$ cat src/spm_aps_fail.sv
// shared constants for the overhead monitor, and the protection byte failure detector
// assumes one k1/k2 pair per frame from the first sts-1, on the clk_sys domain
`timescale 1ns/1ps
`default_nettype none

package spm_pkg;
  localparam int unsigned STS_NUM    = 12;
  localparam int unsigned TOH_NUM    = 21;
  localparam logic [3:0]  STS_FIRST  = 4'h0;
  // overhead byte selectors
  localparam logic [4:0]  SEL_D1     = 5'h00;
  localparam logic [4:0]  SEL_E1     = 5'h0C;
  localparam logic [4:0]  SEL_E2     = 5'h0D;
  localparam logic [4:0]  SEL_F1     = 5'h0E;
  localparam logic [4:0]  SEL_H1     = 5'h0F;
  localparam logic [4:0]  SEL_H2     = 5'h10;
  localparam logic [4:0]  SEL_K1     = 5'h11;
  localparam logic [4:0]  SEL_K2     = 5'h12;
  localparam logic [4:0]  SEL_Z1     = 5'h13;
  localparam logic [4:0]  SEL_Z2     = 5'h14;
  localparam logic [4:0]  SEL_LAST   = 5'h14;
  // concatenation indication
  localparam logic [7:0]  CONCAT_H1  = 8'h93;
  localparam logic [7:0]  CONCAT_H2  = 8'hFF;
  // channel numbers
  localparam logic [3:0]  CHAN_NULL  = 4'h0;
  localparam logic [3:0]  CHAN_EXTRA = 4'hF;
  // switching mode codes
  localparam logic [2:0]  MODE_UNI   = 3'h4;
  localparam logic [2:0]  MODE_BI    = 3'h5;
  localparam logic [2:0]  MODE_RFI   = 3'h6;
  localparam logic [2:0]  MODE_AIS   = 3'h7;
  // byte failure detection
  localparam logic [3:0]  ABF_WINDOW = 4'h8;
  localparam logic [1:0]  ABF_RUN    = 2'h3;
  localparam logic [15:0] CNT_ONE    = 16'h0001;

  typedef enum logic [3:0] {
    SPM_NO_REQUEST    = 4'h0,
    SPM_DO_NOT_REVERT = 4'h1,
    SPM_REVERSE_REQ   = 4'h2,
    SPM_EXERCISE      = 4'h4,
    SPM_WAIT_RESTORE  = 4'h6,
    SPM_MANUAL        = 4'h8,
    SPM_DEGRADE_LOW   = 4'hA,
    SPM_DEGRADE_HIGH  = 4'hB,
    SPM_FAIL_LOW      = 4'hC,
    SPM_FAIL_HIGH     = 4'hD,
    SPM_FORCED        = 4'hE,
    SPM_LOCKOUT       = 4'hF
  } spm_state_e;
endpackage

module spm_aps_fail (
  input  wire logic        clk_sys,
  input  wire logic        reset,
  input  wire logic        clear,
  input  wire logic        upd,
  input  wire logic [15:0] k12,
  output logic             fail_q
);
  import spm_pkg::*;

  logic [15:0] last_q, last_d;
  logic        have_q, have_d;
  logic [1:0]  run_q, run_d;
  logic [3:0]  win_q, win_d;
  logic        fail_d;

  always_comb begin
    last_d = last_q;
    have_d = have_q;
    run_d  = run_q;
    win_d  = win_q;
    fail_d = 1'b0;
    if (clear) begin
      have_d = 1'b0;
      run_d  = 2'h0;
      win_d  = 4'h0;
    end else if (upd) begin
      last_d = k12;
      have_d = 1'b1;
      // run length of identical pairs, saturating at the needed length
      if (have_q && k12 == last_q) begin
        run_d = (run_q == ABF_RUN) ? ABF_RUN : run_q + 2'h1;
      end else begin
        run_d = 2'h1;
      end
      if (run_d == ABF_RUN) begin
        win_d = 4'h0;
      end else if (win_q + 4'h1 == ABF_WINDOW) begin
        fail_d = 1'b1;
        win_d  = 4'h0;
      end else begin
        win_d = win_q + 4'h1;
      end
    end
  end

  always_ff @(posedge clk_sys) begin
    if (reset) begin
      last_q <= 16'h0000;
      have_q <= 1'b0;
      run_q  <= 2'h0;
      win_q  <= 4'h0;
      fail_q <= 1'b0;
    end else begin
      last_q <= last_d;
      have_q <= have_d;
      run_q  <= run_d;
      win_q  <= win_d;
      fail_q <= fail_d;
    end
  end

  abf_window_a: assert property (@(posedge clk_sys) disable iff (reset)
    fail_q |-> $past(upd) && $past(win_q) == 4'h7 && $past(run_d) != ABF_RUN)
    else $error("byte failure without eight unstable frames");

  abf_stable_a: assert property (@(posedge clk_sys) disable iff (reset)
    upd && !clear && have_q && k12 == last_q && run_q == 2'h2 |=> !fail_q && win_q == 4'h0)
    else $error("byte failure despite three identical frames");
endmodule

`default_nettype wire

$ cat src/spm_overhead_monitor.sv
// transport overhead monitor: pointer capture, concatenation check, k1/k2 decode,
// protection state change and byte failure seconds
// assumes overhead bytes arrive one per cycle on clk_sys from a same-domain deframer
//
// Summary of operation
// - hold the pointer byte pair of each of the twelve sts-1s separately
// - concatenation valid only when sts-1s 2 to 12 carry 93 then FF
// - count each second in which the protection message changed
// - count each second in which a protection byte failure was declared
// - failure when eight frames pass without three identical consecutive k1/k2
// - requested channel comes from k1 bits 5 to 8
// - channel 0 null, 15 extra traffic, 1 to 14 working
// - bridged channel comes from k2 bits 1 to 4
// - k1 bits 1 to 4 give state codes 0 to 7, three unused
// - k1 state codes 8 to 15 decoded, code 9 unused
// - k2 bits 6 to 8 give switching mode, codes 0 to 3 reserved
// - hold latest value of every transport overhead byte of the first sts-1 only
`timescale 1ns/1ps
`default_nettype none

module spm_overhead_monitor (
  input  wire logic                       clk_sys,
  input  wire logic                       reset,
  input  wire logic                       oh_valid,
  input  wire logic [3:0]                 oh_sts,
  input  wire logic [4:0]                 oh_sel,
  input  wire logic [7:0]                 oh_data,
  input  wire logic                       sec_tick,
  input  wire logic                       test_start,
  output logic      [11:0][7:0]           ptr_h1_q,
  output logic      [11:0][7:0]           ptr_h2_q,
  output logic                            concat_ok_q,
  output logic      [20:0][7:0]           toh_q,
  output logic      [3:0]                 req_chan_q,
  output logic                            chan_null_q,
  output logic                            chan_extra_q,
  output logic                            chan_working_q,
  output logic      [3:0]                 bridge_chan_q,
  output spm_pkg::spm_state_e             protection_state_message_q,
  output logic                            state_unused_q,
  output logic                            arch_one_to_n_q,
  output logic      [2:0]                 switch_mode_q,
  output logic                            mode_reserved_q,
  output logic                            mode_unidir_q,
  output logic                            mode_bidir_q,
  output logic                            remote_failure_indication_q,
  output logic                            line_ais_q,
  output logic                            aps_fail_q,
  output logic      [15:0]                state_chg_secs_q,
  output logic      [15:0]                byte_fail_secs_q
);
  import spm_pkg::*;

  logic [11:0][7:0] ptr_h1_d, ptr_h2_d;
  logic [20:0][7:0] toh_d;
  logic [11:0]      ptr_match;
  logic             concat_ok_d;
  logic             aps_upd, aps_chg, abf_fail;
  logic [15:0]      k12_new, prev_k12_q, prev_k12_d;
  logic             have_prev_q, have_prev_d;
  logic [3:0]       req_chan_d, bridge_chan_d;
  logic             chan_null_d, chan_extra_d, chan_working_d;
  spm_state_e       psm_d;
  logic             state_unused_d, arch_d;
  logic [2:0]       mode_d;
  logic             mode_res_d, mode_uni_d, mode_bi_d, rfi_d, ais_d;
  logic             aps_fail_d;
  logic             scs_seen_q, scs_seen_d, abf_seen_q, abf_seen_d;
  logic [15:0]      scs_cnt_d, abf_cnt_d;

  // capture of overhead bytes
  genvar g;
  generate
    for (g = 0; g < STS_NUM; g++) begin : g_match
      assign ptr_match[g] = (ptr_h1_q[g] == CONCAT_H1) && (ptr_h2_q[g] == CONCAT_H2);
    end
  endgenerate

  always_comb begin
    toh_d       = toh_q;
    ptr_h1_d    = ptr_h1_q;
    ptr_h2_d    = ptr_h2_q;
    if (oh_valid && oh_sel <= SEL_LAST) begin
      if (oh_sts == STS_FIRST) begin
        toh_d[oh_sel] = oh_data;
      end
      if (oh_sts < 4'(STS_NUM) && oh_sel == SEL_H1) begin
        ptr_h1_d[oh_sts] = oh_data;
      end
      if (oh_sts < 4'(STS_NUM) && oh_sel == SEL_H2) begin
        ptr_h2_d[oh_sts] = oh_data;
      end
    end
    // sts-1 number one carries the real pointer, so it is left out
    concat_ok_d = &ptr_match[11:1];
  end

  always_ff @(posedge clk_sys) begin
    if (reset) begin
      toh_q       <= '0;
      ptr_h1_q    <= '0;
      ptr_h2_q    <= '0;
      concat_ok_q <= 1'b0;
    end else begin
      toh_q       <= toh_d;
      ptr_h1_q    <= ptr_h1_d;
      ptr_h2_q    <= ptr_h2_d;
      concat_ok_q <= concat_ok_d;
    end
  end

  // k2 closes the pair; k1 of the same frame is already held
  assign aps_upd = oh_valid && oh_sts == STS_FIRST && oh_sel == SEL_K2;
  assign k12_new = {toh_q[SEL_K1], oh_data};
  // toh_q already holds this frame's k1, so the previous pair is kept apart
  assign aps_chg = aps_upd && have_prev_q && k12_new != prev_k12_q;

  // decode of protection bytes
  always_comb begin
    have_prev_d    = have_prev_q;
    prev_k12_d     = prev_k12_q;
    req_chan_d     = req_chan_q;
    chan_null_d    = chan_null_q;
    chan_extra_d   = chan_extra_q;
    chan_working_d = chan_working_q;
    bridge_chan_d  = bridge_chan_q;
    psm_d          = protection_state_message_q;
    state_unused_d = state_unused_q;
    arch_d         = arch_one_to_n_q;
    mode_d         = switch_mode_q;
    mode_res_d     = mode_reserved_q;
    mode_uni_d     = mode_unidir_q;
    mode_bi_d      = mode_bidir_q;
    rfi_d          = remote_failure_indication_q;
    ais_d          = line_ais_q;
    if (test_start) begin
      have_prev_d = 1'b0;
    end else if (aps_upd) begin
      have_prev_d    = 1'b1;
      prev_k12_d     = k12_new;
      req_chan_d     = k12_new[11:8];
      chan_null_d    = k12_new[11:8] == CHAN_NULL;
      chan_extra_d   = k12_new[11:8] == CHAN_EXTRA;
      chan_working_d = k12_new[11:8] != CHAN_NULL && k12_new[11:8] != CHAN_EXTRA;
      bridge_chan_d  = k12_new[7:4];
      psm_d          = spm_state_e'(k12_new[15:12]);
      case (k12_new[15:12])
        4'h3, 4'h5, 4'h7: state_unused_d = 1'b1;
        4'h9:             state_unused_d = 1'b1;
        default:          state_unused_d = 1'b0;
      endcase
      arch_d         = k12_new[3];
      mode_d         = k12_new[2:0];
      mode_res_d     = ~k12_new[2];
      mode_uni_d     = k12_new[2:0] == MODE_UNI;
      mode_bi_d      = k12_new[2:0] == MODE_BI;
      rfi_d          = k12_new[2:0] == MODE_RFI;
      ais_d          = k12_new[2:0] == MODE_AIS;
    end
  end

  always_ff @(posedge clk_sys) begin
    if (reset) begin
      have_prev_q                 <= 1'b0;
      prev_k12_q                  <= 16'h0000;
      req_chan_q                  <= 4'h0;
      chan_null_q                 <= 1'b1;
      chan_extra_q                <= 1'b0;
      chan_working_q              <= 1'b0;
      bridge_chan_q               <= 4'h0;
      protection_state_message_q  <= SPM_NO_REQUEST;
      state_unused_q              <= 1'b0;
      arch_one_to_n_q             <= 1'b0;
      switch_mode_q               <= 3'h0;
      mode_reserved_q             <= 1'b1;
      mode_unidir_q               <= 1'b0;
      mode_bidir_q                <= 1'b0;
      remote_failure_indication_q <= 1'b0;
      line_ais_q                  <= 1'b0;
    end else begin
      have_prev_q                 <= have_prev_d;
      prev_k12_q                  <= prev_k12_d;
      req_chan_q                  <= req_chan_d;
      chan_null_q                 <= chan_null_d;
      chan_extra_q                <= chan_extra_d;
      chan_working_q              <= chan_working_d;
      bridge_chan_q               <= bridge_chan_d;
      protection_state_message_q  <= psm_d;
      state_unused_q              <= state_unused_d;
      arch_one_to_n_q             <= arch_d;
      switch_mode_q               <= mode_d;
      mode_reserved_q             <= mode_res_d;
      mode_unidir_q               <= mode_uni_d;
      mode_bidir_q                <= mode_bi_d;
      remote_failure_indication_q <= rfi_d;
      line_ais_q                  <= ais_d;
    end
  end

  spm_aps_fail u_aps_fail (
    .clk_sys (clk_sys),
    .reset   (reset),
    .clear   (test_start),
    .upd     (aps_upd),
    .k12     (k12_new),
    .fail_q  (abf_fail)
  );

  // per-second counters; an event on the tick cycle still counts in the closing second
  always_comb begin
    aps_fail_d = abf_fail;
    scs_seen_d = scs_seen_q | aps_chg;
    abf_seen_d = abf_seen_q | abf_fail;
    scs_cnt_d  = state_chg_secs_q;
    abf_cnt_d  = byte_fail_secs_q;
    if (sec_tick) begin
      if (scs_seen_q | aps_chg) begin
        scs_cnt_d = state_chg_secs_q + CNT_ONE;
      end
      if (abf_seen_q | abf_fail) begin
        abf_cnt_d = byte_fail_secs_q + CNT_ONE;
      end
      scs_seen_d = 1'b0;
      abf_seen_d = 1'b0;
    end
    if (test_start) begin
      scs_seen_d = 1'b0;
      abf_seen_d = 1'b0;
      scs_cnt_d  = 16'h0000;
      abf_cnt_d  = 16'h0000;
    end
  end

  always_ff @(posedge clk_sys) begin
    if (reset) begin
      aps_fail_q       <= 1'b0;
      scs_seen_q       <= 1'b0;
      abf_seen_q       <= 1'b0;
      state_chg_secs_q <= 16'h0000;
      byte_fail_secs_q <= 16'h0000;
    end else begin
      aps_fail_q       <= aps_fail_d;
      scs_seen_q       <= scs_seen_d;
      abf_seen_q       <= abf_seen_d;
      state_chg_secs_q <= scs_cnt_d;
      byte_fail_secs_q <= abf_cnt_d;
    end
  end

  ptr_capture_a: assert property (@(posedge clk_sys) disable iff (reset)
    oh_valid && oh_sel == SEL_H1 && oh_sts < 4'hC |=> ptr_h1_q[$past(oh_sts)] == $past(oh_data))
    else $error("pointer byte not captured");

  concat_bad_a: assert property (@(posedge clk_sys) disable iff (reset)
    ptr_h2_q[11] != CONCAT_H2 |=> !concat_ok_q)
    else $error("concatenation accepted with bad pointer");

  state_change_a: assert property (@(posedge clk_sys) disable iff (reset)
    sec_tick && !test_start && (scs_seen_q || aps_chg)
      |=> state_chg_secs_q == $past(state_chg_secs_q) + 16'h0001)
    else $error("state change second not counted");

  fail_second_a: assert property (@(posedge clk_sys) disable iff (reset)
    sec_tick && !test_start && (abf_seen_q || abf_fail)
      |=> byte_fail_secs_q == $past(byte_fail_secs_q) + 16'h0001)
    else $error("byte failure second not counted");

  req_chan_a: assert property (@(posedge clk_sys) disable iff (reset)
    aps_upd && !test_start |=> req_chan_q == $past(toh_q[SEL_K1][3:0]))
    else $error("requested channel wrong");

  chan_class_a: assert property (@(posedge clk_sys) disable iff (reset)
    chan_working_q |-> req_chan_q != 4'h0 && req_chan_q != 4'hF && !chan_null_q)
    else $error("channel class inconsistent");

  bridge_arch_a: assert property (@(posedge clk_sys) disable iff (reset)
    aps_upd && !test_start |=> bridge_chan_q == $past(oh_data[7:4])
      && arch_one_to_n_q == $past(oh_data[3]))
    else $error("bridged channel or architecture wrong");

  mode_decode_a: assert property (@(posedge clk_sys) disable iff (reset)
    remote_failure_indication_q |-> switch_mode_q == 3'h6 && !mode_reserved_q)
    else $error("switching mode decode wrong");

  unused_code_a: assert property (@(posedge clk_sys) disable iff (reset)
    state_unused_q |-> protection_state_message_q inside {4'h3, 4'h5, 4'h7, 4'h9})
    else $error("unused state code flag wrong");

  counter_clear_a: assert property (@(posedge clk_sys) disable iff (reset)
    test_start |=> state_chg_secs_q == 16'h0000 && byte_fail_secs_q == 16'h0000)
    else $error("counters not cleared at test start");
endmodule

`default_nettype wire

$ cat config.mk
export PLATFORM = sky130hd
export DESIGN_NAME = spm_overhead_monitor
export DESIGN_NICKNAME = d
export VERILOG_FILES = /design/src/spm_aps_fail.sv /design/src/spm_overhead_monitor.sv
export SDC_FILE = /design/constraint.sdc
export NUM_CORES = 1
export LEC_CHECK = 0
export BUFFER_PORTS_ARGS = -buffer_cell sky130_fd_sc_hd__buf_2
export CAP_MARGIN = 20
export CORE_MARGIN = 5
export CORE_UTILIZATION = 45
export CTS_CLUSTER_DIAMETER = 150
export DETAILED_ROUTE_END_ITERATION = 7
export GPL_ROUTABILITY_DRIVEN = 0
export HOLD_SLACK_MARGIN = 0.08
export PLACE_DENSITY = 0.81
export SYNTH_ARGS = -nofsm -noshare
export SYNTH_HDL_FRONTEND = slang
export SYNTH_SLANG_ARGS = --single-unit
$ cat constraint.sdc
create_clock -name clk_sys -period 3.8 [get_ports clk_sys]
set_input_delay 1.14 -clock clk_sys [delete_from_list [all_inputs] [get_ports clk_sys]]
set_output_delay 1.14 -clock clk_sys [all_outputs]
set_load 0.01 [all_outputs]
==> results.py, run 1 <==
metrics = {
    "synth": {
        "synth_top_area_share_pct": 51.9,
        "yosysMostFrequentCell": "dfxtp_1",
        "ys_top_cells_by_count": "dfxtp_1, nor2_1, mux2i_1, nand2_1, a21oi_1",
        "syn_area_um2": 16500,
        "ys_ff_latch": 429,
        "synth_area_per_cell_um2": 9.18,
        "syn-num-nets": 1827,
        "synth_flop_cell": "dfxtp_1",
        "synth_cells": 1801,
        "yosysUniqueCellTypes": 49,
        "synthTopCellsByArea": "dfxtp_1, mux2i_1, nor2_1, a21oi_1, nand2_1",
        "seq_area_frac_synth_pct": 51.9,
        "yosysWarnings": 0,
        "synth_top_area_cell": "dfxtp_1",
        "synth-edff-count": 0,
        "synth-async-reset-ratio_pct": 0,
    },
    "sta": {
        "setup_viol": 0,
        "fin_skew_ps": 9.96,
        "rsz0062_at_grt": "no",
        "finalCritPeriodShare_pct": 82.5,
        "hold_violations": 0,
        "relSlewSlack_pct": 39.1,
        "slew_viol_final": 0,
        "fin_crit_ps": 3130,
        "max_freq_mhz": 319,
        "worst_slew_pin_slew_ps": 914,
        "tns_ps": 0,
    },
    "cts": {
        "h-tree-depth": 2,
        "clk_latency_ps": 560,
        "cts_buffer_depth": 3,
        "cts-resized-gates": 0,
        "cts_setup_buffers": 0,
        "cts.sinks": 429,
        "cts_tree": "done",
        "root_buffer": "clkbuf_16",
        "cts_hold_buffers": 0,
        "path_clk_slew_ps": 60,
        "cts_buffers": 45,
    },
    "setup_path": {
        "worstSetupEndpointType": "register",
        "critPathRequiredTime_ps": 4210,
        "critical_path_class": "input pin to register",
        "startpoint_type": "input pin",
        "critical_path_arrival_ps": 3550,
        "worst-path-max-fanout": 12,
    },
    "power": {
        "vdd.ir_drop.worst_uv": 412,
        "p_per_area_nw_per_um2": 449,
        "power.leakage_nw": 8.75,
    },
    "place": {
        "portBuffers": 440,
        "dpl.hpwl_um": 37400,
        "placed_cells": 2607,
    },
    "floorplan": {
        "num_rows": 70,
        "io_pins": 441,
        "die_area_um2": 40700,
        "die_y_um": 202,
        "coreArea_um2": 36400,
        "initial_core_util_pct": 45.4,
        "die_w_um": 202,
    },
    "global_routing": {
        "grt_pass1_wl_um": 85000,
        "use_met3_pct": 6.72,
        "grt_max_degree": 177,
        "grt_overflow_total": 0,
        "busiest_layer": "met2",
        "grtUsageTotal_pct": 26.0,
        "met2_usage_pct": 41.1,
        "gr-usage-met1_pct": 33.0,
        "antenna_found_initial": 6,
        "grt_pass1_vias": 14600,
    },
    "cells_and_area": {
        "layoutNonFillerInstCount": 2693,
        "seq_area_um2": 8590,
        "synthToLayoutAreaGrowth_pct": 24.7,
        "drive_gt1_share_pct": 26.3,
        "fill_cells": 3131,
        "num-nets-final": 2212,
        "multi_input_comb_area_um2": 7440,
    },
    "worst_hold_path": {
        "hp-class": "register to register",
    },
    "routing": {
        "first_pass_iters": 6,
        "vias_per_cell": 5.60,
        "route.detailed.drc": 0,
        "drtIter0Drc": 1170,
        "detail_route.wl_per_cell_um": 20.7,
        "num_vias": 15100,
        "wl_um": 55700,
        "ant_nets": 0,
    },
    "job": {
        "cap_viol_max_count": 0,
    },
    "status": {
        "status": "finished clean",
    },
}
## logic make-up after synthesis
group                      share of synthesized area, %
adders and majority gates                         0.303
muxes                                              16.0
and+or+nand+nor                                    21.0
DFF                                                51.9
AOI/OAI and AO/OA                                  5.99
xor gates and xnor gates                           1.59
buffers and inverters                              3.15
## worst max-delay path: stages
cell       delay (ps)
buf_2             190
nor4_4            590
nand2_1           260
a2111oi_2         270
buf_4             200
nand3_1           440
mux2i_1           370
nor2_1             70
## metrics by stage
step           area (um^2)  total power [mW]  util, %  hold WS [ps]  setup slack [ps]
2_1_floorplan        16500              4.77        -           454               796
3_3_place_gp         19100              4.87     52.4           439               220
3_5_place_dp         19100              4.87     52.4           443              80.6
4_1_cts              20600              9.32     56.6           451               660
5_1_grt              20600              9.55     56.6           469               595
6_report             20600              9.25     56.6           451               665
## cell type report
cell class	count	area share, %
Inverter	4	0.0728
Timing Repair Buffer	470	11.9
Clock inverter	17	0.874
Clock buffer	64	6.50
Tap cell	468	2.84
Antenna cell	5	0.0607
Multi-Input combinational cell	1236	36.1
Sequential cell	429	41.7
## layout by cell type (no fill, tap or decap), drive strengths merged, types with 5 or more instances in the layout
cell type	synthesis	final
and2	5	5
nor2b	5	5
a21oi	142	142
and3	7	7
inv	4	6
or4b	5	5
nand3	89	89
nor4	13	13
xnor2	21	21
nor3b	5	5
diode	0	5
clkinv	0	10
or3	17	17
nand4	41	41
nand3b	6	6
buf	30	470
nand2	188	188
mux2i	265	265
nor2	326	326
nor3	10	10
clkbuf	102	64
o21ai	35	35
nand4b	10	10
xor2	9	9
dfxtp	429	429
## state kept, by name (all words and copies together), names as in the netlist, 2 cells and up
| signal | flops |
|---|---|
| state_chg_secs_q | 16 |
| ptr_h2_q | 96 |
| bridge_chan_q | 3 |
| ptr_h1_q | 96 |
| u_aps_fail.run_q | 2 |
| prev_k12_q | 4 |
| switch_mode_q | 2 |
| req_chan_q | 3 |
| toh_q | 168 |
| u_aps_fail.win_q | 4 |
| byte_fail_secs_q | 16 |
| protection_state_message_q | 4 |
## path summary, 6_finish.rpt
check	endpoint	startpoint	slack, ps	cells past startpoint
worst max-delay path	toh_q[32]$_SDFFE_PP0P_	oh_sts[1]	670	8
worst min-delay path	chan_working_q$_SDFFE_PP0P_	chan_working_q$_SDFFE_PP0P_	450	2
worst max register to register	state_chg_secs_q[3]$_SDFFE_PP0P_	toh_q[138]$_SDFFE_PP0P_	1500	8
worst min register to register	chan_working_q$_SDFFE_PP0P_	chan_working_q$_SDFFE_PP0P_	450	2
## metal layers
metal / up-vias / share of wire, %
li1: 6921 / -
met1: 7253 / 41
met2: 706 / 46
met3: 187 / 8.7
met4: 4 / 5.0
met5: - / 0.038
## where the power goes
group	internal, mW	total (mW)	switching (mW)
combinational	0.0472	0.274	0.227
sequential	4.50	4.50	0.00177
clock	2.66	4.48	1.82
(Power assumes the default switching activity.)
==> run 2, diff against run 1 <==
==> constraint.sdc (replaced) <==
create_clock -name clk_sys -period 3.3 [get_ports clk_sys]
set_input_delay 0.99 -clock clk_sys [delete_from_list [all_inputs] [get_ports clk_sys]]
set_output_delay 0.99 -clock clk_sys [all_outputs]
set_load 0.01 [all_outputs]
==> run 2 against run 1 <==
  * The run now ends with DRC left
  * Non-clock buffer count up 36
  * Via count up 1.5%
  * First-iteration DRC count up 0.60%
  * Final cell count up 1.3%
  * Cell area up 1.3%
  * Worst hold slack better by 1.5 ps
  * Sequential share of layout area down 0.52 points
  * Clock skew down 1.8 ps
==> results.py, run 2 (synthesis gave the netlist of run 1 again) <==
metrics = {
    "global_routing": {
        "grt_pass1_vias": 14900,
        "grt_max_degree": 184,
        "grtUsageTotal_pct": 26.3,
        "grt_pass1_wl_um": 86200,
        "grt_overflow_total": 0,
        "antenna_found_initial": 4,
    },
    "sta": {
        "finalCritPeriodShare_pct": 81.0,
        "fin_skew_ps": 8.17,
        "rsz0062_at_grt": "no",
        "hold_violations": 0,
        "fin_crit_ps": 2670,
        "worst_slew_pin_slew_ps": 985,
        "max_freq_mhz": 374,
        "tns_ps": 0,
        "slew_viol_final": 0,
        "relSlewSlack_pct": 34.3,
        "setup_viol": 0,
    },
    "setup_path": {
        "worst-path-max-fanout": 12,
        "critPathRequiredTime_ps": 3770,
        "worstSetupEndpointType": "register",
        "critical_path_class": "input pin to register",
        "crit_chain": "buf_2 -> nor4_4 -> buf_4 -> and4b_1 -> nand4_1 -> o21a_1 -> buf_4 -> or3_1 -> a21oi_1",
        "crit_family": "simple AND/OR/NAND/NOR gates",
        "startpoint_type": "input pin",
        "path_common_cell": "buf_4",
        "critical_path_arrival_ps": 3150,
        "slowest_delay_ps": 360,
        "crit_buf_inv": 3,
        "cpMaxStageDelayCell": "or3_1",
    },
    "cts": {
        "cts_buffers": 45,
        "cts_tree": "done",
        "cts-resized-gates": 0,
        "cts.sinks": 429,
        "cts_setup_buffers": 0,
        "clk_latency_ps": 560,
        "root_buffer": "clkbuf_16",
        "cts_buffer_depth": 3,
        "h-tree-depth": 2,
        "path_clk_slew_ps": 60,
        "cts_hold_buffers": 0,
    },
    "routing": {
        "route.detailed.drc": 2,
        "ant_nets": 0,
        "drtIter0Drc": 1177,
        "vias_per_cell": 5.61,
        "wl_um": 56600,
        "detail_route.wl_per_cell_um": 20.8,
        "first_pass_iters": 8,
        "num_vias": 15300,
    },
    "cells_and_area": {
        "num-nets-final": 2248,
        "fill_cells": 3099,
        "final_common_cell": "buf_2",
        "utilization_pct": 57.3,
        "final_cell_mix": "buf_2, dfxtp_1, nor2_1, mux2i_1, nand2_1",
        "drive_gt1_share_pct": 27.4,
        "synthToLayoutAreaGrowth_pct": 26.3,
        "seq_area_um2": 8590,
        "multi_input_comb_area_um2": 7440,
        "top_register": "toh_q",
        "reg_top3": "toh_q (168), ptr_h1_q (96), ptr_h2_q (96)",
        "largest_reg_flops": 168,
    },
    "power": {
        "p_per_area_nw_per_um2": 513,
        "power_switching_mw": 2.36,
        "power.leakage_nw": 8.94,
        "p_int_mw": 8.34,
        "seqPwrFrac_pct": 48.4,
        "clock_power_share_pct": 48.6,
        "vdd.ir_drop.worst_uv": 504,
        "swShare_pct": 22.1,
        "combPwrFrac_pct": 3.0,
    },
    "status": {
        "violations": "DRC",
        "status": "finished, violations left",
    },
    "floorplan": {
        "die_y_um": 202,
        "coreArea_um2": 36400,
        "io_pins": 441,
        "die_w_um": 202,
        "num_rows": 70,
        "initial_core_util_pct": 45.4,
        "die_area_um2": 40700,
    },
    "place": {
        "dpl.hpwl_um": 37900,
        "portBuffers": 440,
    },
    "job": {
        "cap_viol_max_count": 0,
    },
    "worst_hold_path": {
        "hp-class": "register to register",
    },
}
==> run 2: path summary, 6_finish.rpt <==
path	from	end	slack, ps	cells after the start
setup / recovery	oh_sts[2]	state_chg_secs_q[4]$_SDFFE_PP0P_	630	9
hold / removal	toh_q[134]$_SDFFE_PP0P_	toh_q[134]$_SDFFE_PP0P_	450	2
setup reg to reg	ptr_h1_q[67]$_SDFFE_PP0P_	concat_ok_q$_SDFF_PP0_	1210	4
hold reg to reg	toh_q[134]$_SDFFE_PP0P_	toh_q[134]$_SDFFE_PP0P_	450	2
==> run 2: final cells by class <==
type	instances	share of cell area, %
Sequential cell	429	41.1
Multi-Input combinational cell	1236	35.6
Timing Repair Buffer	506	13.0
Clock buffer	68	6.54
Tap cell	468	2.80
Clock inverter	15	0.815
Inverter	4	0.0719
Antenna cell	1	0.0120
==> run 2: layer usage <==
metal	track usage, %	part of all wire, %
met3	7.16	9.5
met4	12.2	4.2
met5	0	0.046
met1	33.1	40
met2	42.1	46
==> run 2: per-stage QoR <==
step	power (mW)	setup slack, ps	hold WS, ps	instances	area [um^2]
5_1_grt	11.0	492	471	2727	20900
4_1_cts	10.8	677	454	2726	20900
3_3_place_gp	5.61	196	440	2643	19300
2_1_floorplan	5.49	446	454	1801	16500
6_report	10.7	626	452	2727	20900
3_5_place_dp	5.61	106	446	2643	19300
==> run 2: power by group through the flow <==
stage | clock network, mW | registers (mW) | logic [mW]
final | 5.20 | 5.18 | 0.321
after global routing | 5.50 | 5.18 | 0.336
after CTS | 5.28 | 5.18 | 0.314
after detailed placement | 0 | 5.30 | 0.313
after global placement | 0 | 5.30 | 0.308
after floorplan | 0 | 5.30 | 0.190
==> run 2: worst min-delay path: cells and delay by family, from the launching register on <==
family          cells  cell delay (ps)
compound gates      1               50
flops               1              310
simple gates        1               50
==> run 3, diff against run 2 <==
==> constraint.sdc (replaced) <==
create_clock -name clk_sys -period 2.6 [get_ports clk_sys]
set_input_delay 0.78 -clock clk_sys [delete_from_list [all_inputs] [get_ports clk_sys]]
set_output_delay 0.78 -clock clk_sys [all_outputs]
set_load 0.01 [all_outputs]
==> run 3 against run 2 <==
  * The run now ends clean
  * Power increased by 30%
  * Worst hold slack got worse by 2.4 ps
  * Combinational power rose by 34%
  * Clock skew up 0.92 ps
  * Clock power rose by 32%
  * First-iteration DRC count rose by 5.9%
  * Worst setup slack got worse by 470 ps
  * Sequential share of layout area decreased by 1.1 points
  * Die area did not move
==> results.py, run 3 (synthesis gave the netlist of run 1 again) <==
metrics = {
    "cells_and_area": {
        "utilization_pct": 58.9,
        "design_area_um2": 21500,
        "drive_gt1_share_pct": 28.6,
        "reg_top3": "toh_q (168), ptr_h1_q (96), ptr_h2_q (96)",
        "num-nets-final": 2279,
        "final_common_cell": "buf_2",
        "top_register": "toh_q",
        "largest_reg_flops": 168,
        "layoutNonFillerInstCount": 2763,
        "final_cell_mix": "buf_2, dfxtp_1, nor2_1, mux2i_1, nand2_1",
        "synthToLayoutAreaGrowth_pct": 29.8,
    },
    "sta": {
        "fin_skew_ps": 9.09,
        "tns_ps": 0,
        "worst_slew_pin_slew_ps": 919,
        "slew_viol_final": 0,
        "fin_crit_ps": 2440,
        "fin_ws_ps": 157,
        "max_freq_mhz": 409,
        "setup_viol": 0,
        "relSlewSlack_pct": 38.7,
        "holdWs_ps": 450,
        "hold_violations": 0,
        "rsz0062_at_grt": "no",
        "finalCritPeriodShare_pct": 94.0,
    },
    "floorplan": {
        "die_w_um": 202,
        "initial_core_util_pct": 45.4,
        "num_rows": 70,
        "die_y_um": 202,
        "die_area_um2": 40700,
        "coreArea_um2": 36400,
        "io_pins": 441,
    },
    "cts": {
        "path_clk_slew_ps": 60,
        "h-tree-depth": 2,
        "clk_latency_ps": 570,
        "cts_tree": "done",
        "cts_buffer_depth": 3,
        "cts_setup_buffers": 0,
        "cts.sinks": 429,
        "root_buffer": "clkbuf_16",
        "cts_hold_buffers": 0,
        "cts-resized-gates": 0,
        "cts_buffers": 45,
    },
    "setup_path": {
        "worstSetupEndpointType": "register",
        "worst-path-max-fanout": 15,
        "reg2reg_slack_ps": 620,
        "crit_chain": "buf_2 -> nor4_4 -> buf_4 -> and4b_1 -> nand4_1 -> o21a_1 -> buf_4 -> or3_1 -> a21oi_1",
        "critPathRequiredTime_ps": 3080,
        "critical_path_arrival_ps": 2920,
        "slowest_delay_ps": 420,
        "startpoint_type": "input pin",
        "path_common_cell": "buf_4",
        "cpMaxStageDelayCell": "nor4_4",
        "critical_path_class": "input pin to register",
    },
    "place": {
        "dp_slack_ps": -383,
        "dpl.hpwl_um": 38300,
        "portBuffers": 440,
        "placed_cells": 2674,
        "dpl_cell_area_um2": 19900,
    },
    "power": {
        "clock_power_share_pct": 49.5,
        "total_power_mw": 13.9,
        "power_switching_mw": 3.06,
        "p_per_area_nw_per_um2": 646,
        "p_int_mw": 10.8,
        "power.leakage_nw": 9.21,
        "combPwrFrac_pct": 3.1,
        "vdd.ir_drop.worst_uv": 458,
        "seqPwrFrac_pct": 47.4,
        "swShare_pct": 22.1,
    },
    "routing": {
        "first_pass_iters": 5,
        "wl_um": 56100,
        "detail_route.wl_per_cell_um": 20.3,
        "route.detailed.drc": 0,
        "num_vias": 15300,
        "ant_nets": 0,
        "vias_per_cell": 5.52,
        "drtIter0Drc": 1246,
    },
    "status": {
        "status": "finished clean",
    },
    "global_routing": {
        "grtUsageTotal_pct": 26.5,
        "grt_pass1_wl_um": 87200,
        "grt_max_degree": 185,
        "grt_overflow_total": 0,
        "antenna_found_initial": 5,
        "grt_pass1_vias": 14900,
    },
    "worst_hold_path": {
        "hp-class": "register to register",
    },
    "job": {
        "cap_viol_max_count": 0,
    },
}
-- run 3: worst paths after layout --
kind                                         startpoint                                end  cells past startpoint
worst max-delay path                          oh_sts[1]  state_chg_secs_q[12]$_SDFFE_PP0P_                      9
worst min-delay path            toh_q[132]$_SDFFE_PP0P_            toh_q[132]$_SDFFE_PP0P_                      2
worst max register to register  toh_q[139]$_SDFFE_PP0P_  state_chg_secs_q[12]$_SDFFE_PP0P_                      7
worst min register to register  toh_q[132]$_SDFFE_PP0P_            toh_q[132]$_SDFFE_PP0P_                      2
-- run 3: final cells by class --
class                   instances  area (um^2)
clock buffers                  63         1360
repair buffers                537         3230
diodes                          5         12.5
multi-input cells            1236         7440
clock inverters                21          241
fillers                      3010        15000
inverters                       4         15.0
well taps                     468          586
flip-flops and latches        429         8590
-- run 3: power by group through the flow --
stage	clock (mW)	sequential, mW	combinational (mW)
after floorplan	0	6.73	0.244
after global placement	0	6.72	0.421
after detailed placement	0	6.72	0.425
after CTS	6.92	6.58	0.426
after global routing	7.23	6.57	0.455
final	6.87	6.58	0.431
-- run 3: layer usage --
layer | track usage [%] | routed length, um
met1 | 33.3 | 22100
met2 | 42.6 | 26100
met5 | 0 | 7
met3 | 7.17 | 5470
met4 | 12.5 | 2510
-- run 3: critical path, delay by kind of cell --
family,cells,cell delay (ps)
AND/OR/NAND/NOR,4,1160
buffers and inverters,3,540
AO/OA/AOI/OAI,2,440
